## config.mk

```make
export PLATFORM = sky130hd
export DESIGN_NAME = msol_status_out
export DESIGN_NICKNAME = d
export VERILOG_FILES = /design/src/msol_pkg.sv /design/src/msol_win_if.sv /design/src/msol_move_stretch.sv /design/src/msol_status_out.sv /design/src/msol_window_cmp.sv
export SDC_FILE = /design/constraint.sdc
export NUM_CORES = 1
export LEC_CHECK = 0
export BUFFER_PORTS_ARGS = -buffer_cell sky130_fd_sc_hd__buf_4
export CAP_MARGIN = 5
export CORE_MARGIN = 4
export CORE_UTILIZATION = 45
export CTS_CLUSTER_DIAMETER = 200
export DETAILED_ROUTE_END_ITERATION = 16
export PLACE_DENSITY = 0.68
export SLEW_MARGIN = 10
export SYNTH_ARGS = -nofsm -noshare
export SYNTH_HDL_FRONTEND = slang
export SYNTH_SLANG_ARGS = --single-unit
```

## constraint.sdc

```tcl
create_clock -name mclk -period 8.81 [get_ports mclk]
set_input_delay 0.4405 -clock mclk [delete_from_list [all_inputs] [get_ports mclk]]
set_output_delay 0.4405 -clock mclk [all_outputs]
set_load 0.02 [all_outputs]
```

## src/msol_pkg.sv

```systemverilog
// shared constants and types for the motion status output logic
package msol_pkg;
    // clock rate and millisecond time base
    localparam int unsigned CLK_HZ = 100_000_000; // mclk frequency in hertz
    localparam int unsigned MS_TIME_US = 1000; // one millisecond expressed in microseconds
    localparam int unsigned MS_CYCLES = CLK_HZ / 1_000_000 * MS_TIME_US; // mclk cycles per millisecond
    localparam int unsigned PRESCALE_W = 20; // width of the millisecond prescaler
    // field widths
    localparam int unsigned POS_W = 24; // signed step position width
    localparam int unsigned MIN_ON_W = 8; // minimum moving time, 0 to 255 ms
    localparam int unsigned STEPS_W = 16; // step resolution width
    localparam int unsigned GEN_N = 16; // number of general pass-through signals
    localparam int unsigned IDX_W = 4; // width of a bit selector
    localparam int unsigned START_N = 13; // motion start inputs echoed
    localparam int unsigned SELECT_N = 6; // data select inputs echoed
    localparam int unsigned WIN_N = 3; // number of position windows
    // timing output: 7.2 degrees is one fiftieth of a turn
    localparam logic [STEPS_W-1:0] TIM_DIVISOR = 16'h0032; // timing pulses per revolution
    // home flag function selection codes
    localparam logic HOME_SEL_AT_HOME = 1'h0; // flag at home position while stopped
    localparam logic HOME_SEL_ORIGIN_DONE = 1'h1; // flag after origin established
    // values after reset
    localparam logic [POS_W-1:0] BOUND_RESET = 24'h000000; // window bounds after reset
    localparam logic [STEPS_W-1:0] PHASE_RESET = 16'h0000; // timing phase after reset
    localparam logic [POS_W-1:0] HOME_POSITION = 24'h000000; // command position of home
endpackage : msol_pkg

```

## src/msol_win_if.sv

```systemverilog
// bundle carrying one position window and the position it is compared with
`timescale 1ns/1ps
`default_nettype none
interface msol_win_if
    import msol_pkg::*;
();
    logic [POS_W-1:0] posBound; // positive direction bound, signed
    logic [POS_W-1:0] negBound; // negative direction bound, signed
    logic [POS_W-1:0] position; // command position, signed
    // comparator side reads everything
    modport cmp (input posBound, input negBound, input position);
    // owner side drives everything
    modport owner (output posBound, output negBound, output position);
endinterface : msol_win_if
`default_nettype wire

```

## src/msol_move_stretch.sv

```systemverilog
// moving flag with a programmable minimum on time
`timescale 1ns/1ps
`default_nettype none
module msol_move_stretch
    import msol_pkg::*;
#(
    parameter int unsigned MS_CYC = MS_CYCLES // cycles per millisecond
)
(
    // clock and reset
    input wire logic mclk,
    input wire logic resetn,
    // motion and configuration
    input wire logic motorOperating,
    input wire logic [MIN_ON_W-1:0] minOnMs,
    // registered moving flag
    output var logic moveFlag
);
    // all state of this module
    typedef struct packed
    {
        logic flag; // moving flag
        logic [MIN_ON_W-1:0] remain; // milliseconds still to hold
        logic [PRESCALE_W-1:0] prescale; // millisecond divider
    } msol_move_s;

    msol_move_s st_q; // registered state
    msol_move_s st_d; // next state
    logic msTick; // one-cycle enable each millisecond while the hold time counts down

    // hold timer starts at the rising edge of the flag
    always_comb
    begin
        msTick = st_q.prescale == PRESCALE_W'(MS_CYC - 1);
        st_d = st_q;
        if (motorOperating && !st_q.flag)
        begin
            // fresh start: load the hold time, align the divider
            st_d.remain = minOnMs;
            st_d.prescale = '0;
        end
        else if (st_q.remain != '0)
        begin
            // count the hold time down in milliseconds
            st_d.prescale = msTick ? '0 : PRESCALE_W'(st_q.prescale + 1'b1);
            st_d.remain = msTick ? MIN_ON_W'(st_q.remain - 1'b1) : st_q.remain;
        end
        else
        begin
            st_d.prescale = '0; // idle divider
        end
        st_d.flag = motorOperating || (st_d.remain != '0);
        if (!resetn)
        begin
            st_d = '0;
        end
    end

    // state register
    always_ff @(posedge mclk)
    begin
        st_q <= st_d;
    end

    assign moveFlag = st_q.flag;
endmodule : msol_move_stretch
`default_nettype wire

```

## src/msol_status_out.sv

```systemverilog
// status outputs of the stepping motor driver toward the host controller
//
// How it works
// ready only when idle, enabled, alarm free
// ready low during tool or serial commands
// host commands only after ready seen
// setting 0: home at position zero, stopped
// setting 0: no origin keeps home low
// setting 1: home once origin is established
// setting 1: home holds until motor leaves
// moving flag high while motor operates
// moving flag held a minimum 0-255 ms
// wrapped window flags outside the band
// normal window flags inside the band
// windows use command position, also stopped
// six signed 24-bit bounds, reset zero
// timing pulse every 7.2 degrees rotation
// resolution should be multiple of fifty
// busy while maintenance command processes
// echo outputs mirror listed inputs
// start echoes show inputs, not motion
// network bit drives assigned direct output
// direct input drives assigned network bit
// direct input level setting applied first
// clocked outputs; status cleared on reset
`timescale 1ns/1ps
`default_nettype none
module msol_status_out
    import msol_pkg::*;
#(
    parameter int unsigned DIRECT_IN_N = 8, // direct inputs available
    parameter int unsigned DIRECT_OUT_N = 6, // direct outputs available
    parameter int unsigned MS_CYC = MS_CYCLES // cycles per millisecond
)
(
    // clock and reset
    input wire logic mclk,
    input wire logic resetn,
    // motion and alarm state
    input wire logic motorOperating,
    input wire logic alarmPresent,
    // inputs that are echoed
    input wire logic [START_N-1:0] startInputs,
    input wire logic freeInput,
    input wire logic currentOffInput,
    input wire logic stopInput,
    input wire logic [SELECT_N-1:0] dataSelectInputs,
    input wire logic positiveLimitInput,
    input wire logic negativeLimitInput,
    input wire logic homeSensorInput,
    input wire logic slitInput,
    // functions that block readiness or report busy
    input wire logic panelFunctionActive,
    input wire logic serialConfigActive,
    input wire logic maintenanceActive,
    // position and origin
    input wire logic [POS_W-1:0] commandPosition,
    input wire logic originSet,
    input wire logic originEvent,
    input wire logic homeFunctionSel,
    // configuration
    input wire logic [MIN_ON_W-1:0] moveMinOnMs,
    input wire logic boundWrite,
    input wire logic [1:0] boundIndex,
    input wire logic boundIsNegative,
    input wire logic [POS_W-1:0] boundValue,
    // step stream for the timing output
    input wire logic stepPulse,
    input wire logic stepForward,
    input wire logic [STEPS_W-1:0] stepsPerRev,
    // general pass-through configuration and data
    input wire logic [GEN_N-1:0] networkInBits,
    input wire logic [DIRECT_IN_N-1:0] directInputs,
    input wire logic [DIRECT_IN_N-1:0] directInLevel,
    input wire logic [GEN_N-1:0] genFromDirect,
    input wire logic [GEN_N*IDX_W-1:0] genSrcIndex,
    input wire logic [DIRECT_OUT_N-1:0] directOutEnable,
    input wire logic [DIRECT_OUT_N*IDX_W-1:0] directOutSel,
    input wire logic [GEN_N-1:0] networkOutEnable,
    input wire logic [GEN_N*IDX_W-1:0] networkOutSel,
    // status flags
    output var logic readyFlag,
    output var logic homeFlag,
    output var logic moveFlag,
    output var logic window1Flag,
    output var logic window2Flag,
    output var logic window3Flag,
    output var logic stepCyclePulse,
    output var logic internalBusyFlag,
    // echo outputs
    output var logic [START_N-1:0] startEcho,
    output var logic freeEcho,
    output var logic currentOffEcho,
    output var logic stopEcho,
    output var logic [SELECT_N-1:0] dataSelectEcho,
    output var logic positiveLimitEcho,
    output var logic negativeLimitEcho,
    output var logic homeSensorEcho,
    output var logic slitEcho,
    // pass-through outputs
    output var logic [DIRECT_OUT_N-1:0] directOutputs,
    output var logic [GEN_N-1:0] networkOutBits
);
    // all state of the top module
    typedef struct packed
    {
        logic ready; // ready flag
        logic home; // home flag
        logic busy; // internal busy flag
        logic homeHold; // origin-done latch
        logic [POS_W-1:0] originPos; // position at the origin event
        logic [WIN_N-1:0][POS_W-1:0] posBound; // window positive bounds
        logic [WIN_N-1:0][POS_W-1:0] negBound; // window negative bounds
        logic timPulse; // timing output
        logic [STEPS_W-1:0] timPhase; // steps into current timing cycle
        logic [START_N-1:0] startEcho; // start input echoes
        logic freeEcho; // free input echo
        logic offEcho; // current-off echo
        logic stopEcho; // stop echo
        logic [SELECT_N-1:0] selEcho; // data select echoes
        logic posLimEcho; // positive limit echo
        logic negLimEcho; // negative limit echo
        logic homeSenEcho; // home sensor echo
        logic slitEcho; // slit echo
        logic [DIRECT_OUT_N-1:0] dirOut; // direct outputs
        logic [GEN_N-1:0] netOut; // network output bits
    } msol_top_s;

    msol_top_s st_q; // registered state
    msol_top_s st_d; // next state
    logic [GEN_N-1:0] genValue; // general signal values
    logic [GEN_N-1:0] dirLevelled; // direct inputs after level setting
    logic [STEPS_W-1:0] timPeriod; // steps per timing pulse
    logic [STEPS_W-1:0] timNext; // timing phase after a step
    logic [WIN_N-1:0] winFlags; // registered window flags

    // picks one 4-bit selector out of a packed list
    function automatic logic [IDX_W-1:0] selIdx(input logic [63:0] list, input int unsigned k);
        selIdx = list[k*IDX_W +: IDX_W];
    endfunction

    // picks one bit of a 16-bit vector
    function automatic logic pickBit(input logic [GEN_N-1:0] vec, input logic [IDX_W-1:0] idx);
        pickBit = vec[idx];
    endfunction

    // moving flag with minimum on time
    msol_move_stretch #(
        .MS_CYC(MS_CYC)
    ) u_move (
        .mclk(mclk),
        .resetn(resetn),
        .motorOperating(motorOperating),
        .minOnMs(moveMinOnMs),
        .moveFlag(moveFlag)
    );

    // three window comparators on the command position
    msol_win_if winBus[WIN_N] ();
    generate
        for (genvar w = 0; w < WIN_N; w++)
        begin : g_win
            assign winBus[w].posBound = st_q.posBound[w];
            assign winBus[w].negBound = st_q.negBound[w];
            assign winBus[w].position = commandPosition;
            msol_window_cmp u_cmp (
                .mclk(mclk),
                .resetn(resetn),
                .win(winBus[w].cmp),
                .windowFlag(winFlags[w])
            );
        end
    endgenerate

    // next state of ready, home, busy and timing flags, echoes and pass-through
    always_comb
    begin
        st_d = st_q;
        // readiness: every blocking condition keeps it low
        st_d.ready = ~|startInputs && !freeInput && !currentOffInput && !stopInput
            && !alarmPresent && !motorOperating;
        if (panelFunctionActive || serialConfigActive)
        begin
            st_d.ready = 1'h0;
        end
        // origin-done latch: a new origin wins over leaving it
        if (originEvent)
        begin
            st_d.homeHold = 1'h1;
            st_d.originPos = commandPosition;
        end
        else if (moveFlag && commandPosition != st_q.originPos)
        begin
            st_d.homeHold = 1'h0;
        end
        // home flag by function selection
        if (homeFunctionSel == HOME_SEL_ORIGIN_DONE)
        begin
            st_d.home = originSet && st_d.homeHold;
        end
        else
        begin
            st_d.home = originSet && commandPosition == HOME_POSITION && !moveFlag;
        end
        // window bound storage
        if (boundWrite && boundIndex != 2'h3)
        begin
            if (boundIsNegative)
            begin
                st_d.negBound[boundIndex] = boundValue;
            end
            else
            begin
                st_d.posBound[boundIndex] = boundValue;
            end
        end
        // timing output: one pulse per fiftieth of a turn
        timPeriod = stepsPerRev / TIM_DIVISOR;
        timNext = st_q.timPhase;
        if (stepForward)
        begin
            timNext = (st_q.timPhase >= STEPS_W'(timPeriod - 1'b1)) ? PHASE_RESET
                : STEPS_W'(st_q.timPhase + 1'b1);
        end
        else
        begin
            timNext = (st_q.timPhase == PHASE_RESET || st_q.timPhase >= timPeriod)
                ? STEPS_W'(timPeriod - 1'b1) : STEPS_W'(st_q.timPhase - 1'b1);
        end
        st_d.timPulse = 1'h0;
        if (stepPulse && timPeriod != PHASE_RESET)
        begin
            st_d.timPhase = timNext;
            st_d.timPulse = timNext == PHASE_RESET;
        end
        // maintenance busy
        st_d.busy = maintenanceActive;
        // echoes copy input state only
        st_d.startEcho = startInputs;
        st_d.freeEcho = freeInput;
        st_d.offEcho = currentOffInput;
        st_d.stopEcho = stopInput;
        st_d.selEcho = dataSelectInputs;
        st_d.posLimEcho = positiveLimitInput;
        st_d.negLimEcho = negativeLimitInput;
        st_d.homeSenEcho = homeSensorInput;
        st_d.slitEcho = slitInput;
        // general signals from a network bit or a levelled direct input
        dirLevelled = GEN_N'(directInputs ^ directInLevel);
        for (int unsigned g = 0; g < GEN_N; g++)
        begin
            genValue[g] = genFromDirect[g] ? pickBit(dirLevelled, selIdx(64'(genSrcIndex), g))
                : pickBit(networkInBits, selIdx(64'(genSrcIndex), g));
        end
        // route general signals to direct outputs and network bits
        for (int unsigned k = 0; k < DIRECT_OUT_N; k++)
        begin
            st_d.dirOut[k] = directOutEnable[k] && pickBit(genValue, selIdx(64'(directOutSel), k));
        end
        for (int unsigned b = 0; b < GEN_N; b++)
        begin
            st_d.netOut[b] = networkOutEnable[b] && pickBit(genValue, selIdx(64'(networkOutSel), b));
        end
        // reset clears status and bounds; echoes keep following
        if (!resetn)
        begin
            st_d.ready = 1'h0;
            st_d.home = 1'h0;
            st_d.busy = 1'h0;
            st_d.homeHold = 1'h0;
            st_d.originPos = HOME_POSITION;
            st_d.posBound = {WIN_N{BOUND_RESET}};
            st_d.negBound = {WIN_N{BOUND_RESET}};
            st_d.timPulse = 1'h0;
            st_d.timPhase = PHASE_RESET;
        end
    end

    // single state register
    always_ff @(posedge mclk)
    begin
        st_q <= st_d;
    end

    // outputs straight from the state register; window flags from the comparator registers
    assign readyFlag = st_q.ready;
    assign homeFlag = st_q.home;
    assign window1Flag = winFlags[0];
    assign window2Flag = winFlags[1];
    assign window3Flag = winFlags[2];
    assign stepCyclePulse = st_q.timPulse;
    assign internalBusyFlag = st_q.busy;
    assign startEcho = st_q.startEcho;
    assign freeEcho = st_q.freeEcho;
    assign currentOffEcho = st_q.offEcho;
    assign stopEcho = st_q.stopEcho;
    assign dataSelectEcho = st_q.selEcho;
    assign positiveLimitEcho = st_q.posLimEcho;
    assign negativeLimitEcho = st_q.negLimEcho;
    assign homeSensorEcho = st_q.homeSenEcho;
    assign slitEcho = st_q.slitEcho;
    assign directOutputs = st_q.dirOut;
    assign networkOutBits = st_q.netOut;
endmodule : msol_status_out
`default_nettype wire

```

## src/msol_window_cmp.sv

```systemverilog
// one position window comparator with registered flag
`timescale 1ns/1ps
`default_nettype none
module msol_window_cmp
    import msol_pkg::*;
(
    // clock and reset
    input wire logic mclk,
    input wire logic resetn,
    // window and position
    msol_win_if.cmp win,
    // registered window flag
    output var logic windowFlag
);
    // all state of this module
    typedef struct packed
    {
        logic flag; // window flag
    } msol_win_s;

    msol_win_s st_q; // registered state
    msol_win_s st_d; // next state
    logic wrapped; // positive bound below negative bound

    // compare against command position, also while stopped
    always_comb
    begin
        wrapped = $signed(win.posBound) < $signed(win.negBound);
        st_d = st_q;
        if (wrapped)
        begin
            // outside band between the bounds
            st_d.flag = ($signed(win.position) <= $signed(win.posBound))
                || ($signed(win.position) >= $signed(win.negBound));
        end
        else
        begin
            // inside band, includes equal bounds
            st_d.flag = ($signed(win.negBound) <= $signed(win.position))
                && ($signed(win.position) <= $signed(win.posBound));
        end
        if (!resetn)
        begin
            st_d.flag = 1'h0;
        end
    end

    // state register
    always_ff @(posedge mclk)
    begin
        st_q <= st_d;
    end

    assign windowFlag = st_q.flag;
endmodule : msol_window_cmp
`default_nettype wire

```

==> flow_summary_export.csv <==
group,metric,value,unit
outcome,outcome,"finished, violations left",
outcome,violations,"setup timing",
final_layout,fillerInstances,4642,
cts,cts_buffers,34,
drt,vias,24706,
sta,slew_headroom,19.9,%
power,leakagePower,13.1,nW
global_route,grt_use_total,28.1,%
sta,drv_slew,0,
global_route,antenna_found_initial,3,
sta,rsz0062_at_grt,"true",
global_route,grt_pass1_vias,25337,
floorplanning,core,54300,µm²
critical_path,cp_num_cells,50,
critical_path,cp_max_fo,7,
cts,cts_tree,"yes",
final_layout,nets,3914,
drt,route.detailed.vias_per_inst,6.03,
drt,ant_nets,0,
critical_path,reg2reg_slack,4.41,ns
power,vdd_drop_max,0.000252,V
floorplanning,initial_core_util,45.8,%
cts,clkTransAtPathRegs,0.06,ns
critical_path,critPathTopFamily,"compound AO/OA/AOI/OAI gates",
sta,fmax,112,MHz
floorplanning,die_h,243,µm
placement,dp_hpwl,64.7,mm
global_route,grt_max_degree,100,
logic_synthesis,ys.flop_type,"dfxtp_1",
logic_synthesis,synth.net_count,3389,
floorplanning,die-area,59200,µm²
critical_path,path_class,"in2reg",
logic_synthesis,syn_area,24900,µm²
global_route,grt_pass1_wl,136,mm
placement,pre_cts_ws,-0.754,ns
floorplanning,rows,85,
logic_synthesis,ys_seq_area_share,21.6,%
cts,clock_latency,0.56,ns
logic_synthesis,synth_warnings,0,
drt,first_iter_violations,2051,
critical_path,worstSetupEndpoint,"stepCyclePulse$_SDFF_PN0_",
critical_path,cp_slowest_cell,"or4_4",
final_layout,drive_gt1_share,33.3,%
drt,wl_per_cell,21.3,µm
critical_path,endpoint_kind,"flop",
sta,tightest_slew,1.20,ns
power,p_total,7.20,mW
logic_synthesis,synth-edff-count,0,
critical_path,crit_top_cell,"a21o_1",
placement,place_congestion,0.951,
sta,setup_viol,4,
critical_path,r2r-start,"st_q[48]$_SDFFE_PN0P_",
placement,io_buffer_count,390,
sta,hold_ws,0.0846,ns
drt,drtPass1Iterations,5,
critical_path,worstSetupStartpoint,"stepsPerRev[13]",
critical_path,critPathBufInv,9,
logic_synthesis,synth_cell_types,115,
critical_path,cp-start-kind,"input port",
drt,drc,0,
flow_run,drv_cap,0,
critical_path,r2r_cells,23,
sta,setup_ws,-0.122,ns
final_layout,final_cell_area,32300,µm²
cts,clockBufferDepth,3,
logic_synthesis,synthArstFlopShare,0,%
sta,finalCritPeriodShare,101,%
cts,root_buffer,"clkbuf_16",
critical_path,crit-reg2reg-capture,"stepCyclePulse$_SDFF_PN0_",
logic_synthesis,synth-seq-cells,269,
critical_path,cp_data_required_time,9.26,ns
final_layout,multi_input_area,18600,µm²
sta,hold_viol,0,
global_route,grt-ovfl-total,0,
critical_path,max_stage_delay,0.57,ns
floorplanning,ios,392,
min_path,hold_class,"in2reg",
logic_synthesis,synth_area_per_cell,8.88,µm²
sta,fin_crit,8.93,ns
placement,dpl_cell_area,29700,µm²
final_layout,syn_to_final_growth,29.9,%
final_layout,regArea,5390,µm²
cts,cts.sinks,269,
floorplanning,die-width,243,µm
critical_path,cp_data_arrival_time,9.38,ns
power,powerDensity,223,nW/µm²
drt,drt-total-wl,87.4,mm
sta,fin_skew,0.0274,ns
logic_synthesis,synthCells,2805,
cts,htree_levels,2,
[cell usage in the layout (no fill, tap or decap), types with 7 or more instances in the layout]
| cell | instances |
|---|---|
| a211oi_1 | 12 |
| a21o_1 | 31 |
| a21oi_1 | 258 |
| a21oi_2 | 10 |
| a31oi_1 | 8 |
| and2_1 | 33 |
| and3_1 | 14 |
| buf_12 | 7 |
| buf_4 | 641 |
| buf_6 | 16 |
| clkbuf_16 | 34 |
| clkinv_2 | 8 |
| dfxtp_1 | 269 |
| dlygate4sd3_1 | 26 |
| ha_1 | 245 |
| inv_1 | 211 |
| inv_6 | 7 |
| mux2i_1 | 34 |
| mux4_2 | 222 |
| nand2_1 | 378 |
| nand2b_1 | 58 |
| nand3_1 | 37 |
| nand4_1 | 57 |
| nor2_1 | 145 |
| nor2b_1 | 57 |
| nor3_1 | 29 |
| nor3_2 | 12 |
| nor4_1 | 31 |
| o211ai_1 | 12 |
| o21a_1 | 12 |
| o21ai_0 | 76 |
| o21ai_1 | 10 |
| o21ai_2 | 7 |
| o221ai_1 | 7 |
| o22ai_1 | 8 |
| o31ai_4 | 17 |
| or2_2 | 10 |
| xnor2_1 | 35 |
| xor2_1 | 42 |
[timing repair]
| item | 4_1_cts | 5_1_grt |
|---|---|---|
| setup buffers | 42 | 28 |
| cloned | 0 | 0 |
| pin swaps | 21 | 58 |
| gates resized for setup | 21 | 114 |
| setup endpoints to repair | 10 | 17 |
| endpoints found under the hold margin | 26 | 0 |
| hold buffers | 26 | 0 |
[synthesized netlist by cell type (25+ instances only)]
master    count  area [µm²]
and2_1       35         219
a21o_1       32         240
ha_1        248        3100
nor4_1       33         206
xnor2_1      39         342
nor2b_1      58         363
o31ai_1      25         188
a21oi_1     270        1350
nand3_1      39         195
dfxtp_1     269        5390
nand4_1      57         357
clkbuf_1    130         488
o21ai_0      89         445
xor2_1       44         385
nand2_1     381        1430
buf_4        51         383
nor2_1      149         559
nand2b_1     58         363
mux2i_1      38         380
mux4_2      222        5000
inv_1       211         792
nor3_1       38         190
[per-layer routing]
layer / GRT usage, % / vias to the layer above / wire [µm]
met5: 0 / - / 0
met4: 13.6 / 0 / 4650
met3: 5.84 / 309 / 7390
met2: 49.3 / 1221 / 42700
met1: 32.8 / 11898 / 32600
li1: - / 11278 / -
[flip-flops by register name, indices dropped and copies added (netlist names), 3 cells and up]
name	cells
winBus.negBound	72
winBus.posBound	72
st_q	41
u_move.st_q	28
networkOutBits	16
startEcho	13
dataSelectEcho	6
directOutputs	6
g_win.u_cmp.windowFlag	3
[stage by stage]
stage | std cells | setup TNS [ns] | utilization, %
3_3_place_gp | 3945 | -5.78 | 54.7
4_1_cts | 4075 | 0 | 58.2
5_1_grt | 4098 | -4.14 | 59.5
3_5_place_dp | 3945 | -9.27 | 54.7
2_1_floorplan | 2805 | -0.488 | -
6_report | 4098 | -0.216 | 59.5
[cell type report]
| class | count | area share [%] |
|---|---|---|
| flip-flops and latches | 269 | 16.7 |
| repair buffers | 691 | 16.7 |
| diodes | 3 | 0.0232 |
| clock buffers | 37 | 2.70 |
| multi-input cells | 2119 | 57.5 |
| well taps | 739 | 2.86 |
| clock inverters | 25 | 1.00 |
| inverters | 215 | 2.53 |
[logic make-up after synthesis]
kind of cell	count (synthesis)	synth area share [%]
AO/OA/AOI/OAI	593	15.6
XOR/XNOR	83	2.92
adder cells (fa/ha/maj)	250	12.5
buffers and inverters	417	7.35
flip-flops	269	21.6
multiplexers	264	21.8
AND/OR/NAND/NOR	929	18.1
[report_power, final]
| part | leakage (nW) | internal, mW | switching [mW] |
|---|---|---|---|
| Sequential | 2.20 | 1.29 | 0.0882 |
| Combinational | 10.3 | 2.28 | 2.03 |
| Clock | 0.589 | 0.908 | 0.607 |
| Total | 13.1 | 4.48 | 2.72 |
[how the worst min path moves through the flow]
| stage | startpoint | to | cells past startpoint |
|---|---|---|---|
| after floorplan | u_move.st_q[0]$_SDFF_PP0_ | u_move.st_q[0]$_SDFF_PP0_ | 1 |
| final | alarmPresent | readyFlag$_SDFF_PP0_ | 2 |
| after CTS | alarmPresent | readyFlag$_SDFF_PP0_ | 2 |
| after detailed placement | winBus[1].negBound[23]$_SDFFE_PN0P_ | winBus[1].negBound[23]$_SDFFE_PN0P_ | 2 |
| after global routing | alarmPresent | readyFlag$_SDFF_PP0_ | 2 |
| after global placement | winBus[1].negBound[22]$_SDFFE_PN0P_ | winBus[1].negBound[22]$_SDFFE_PN0P_ | 2 |
No activity file was read; power rests on OpenSTA's default activity.
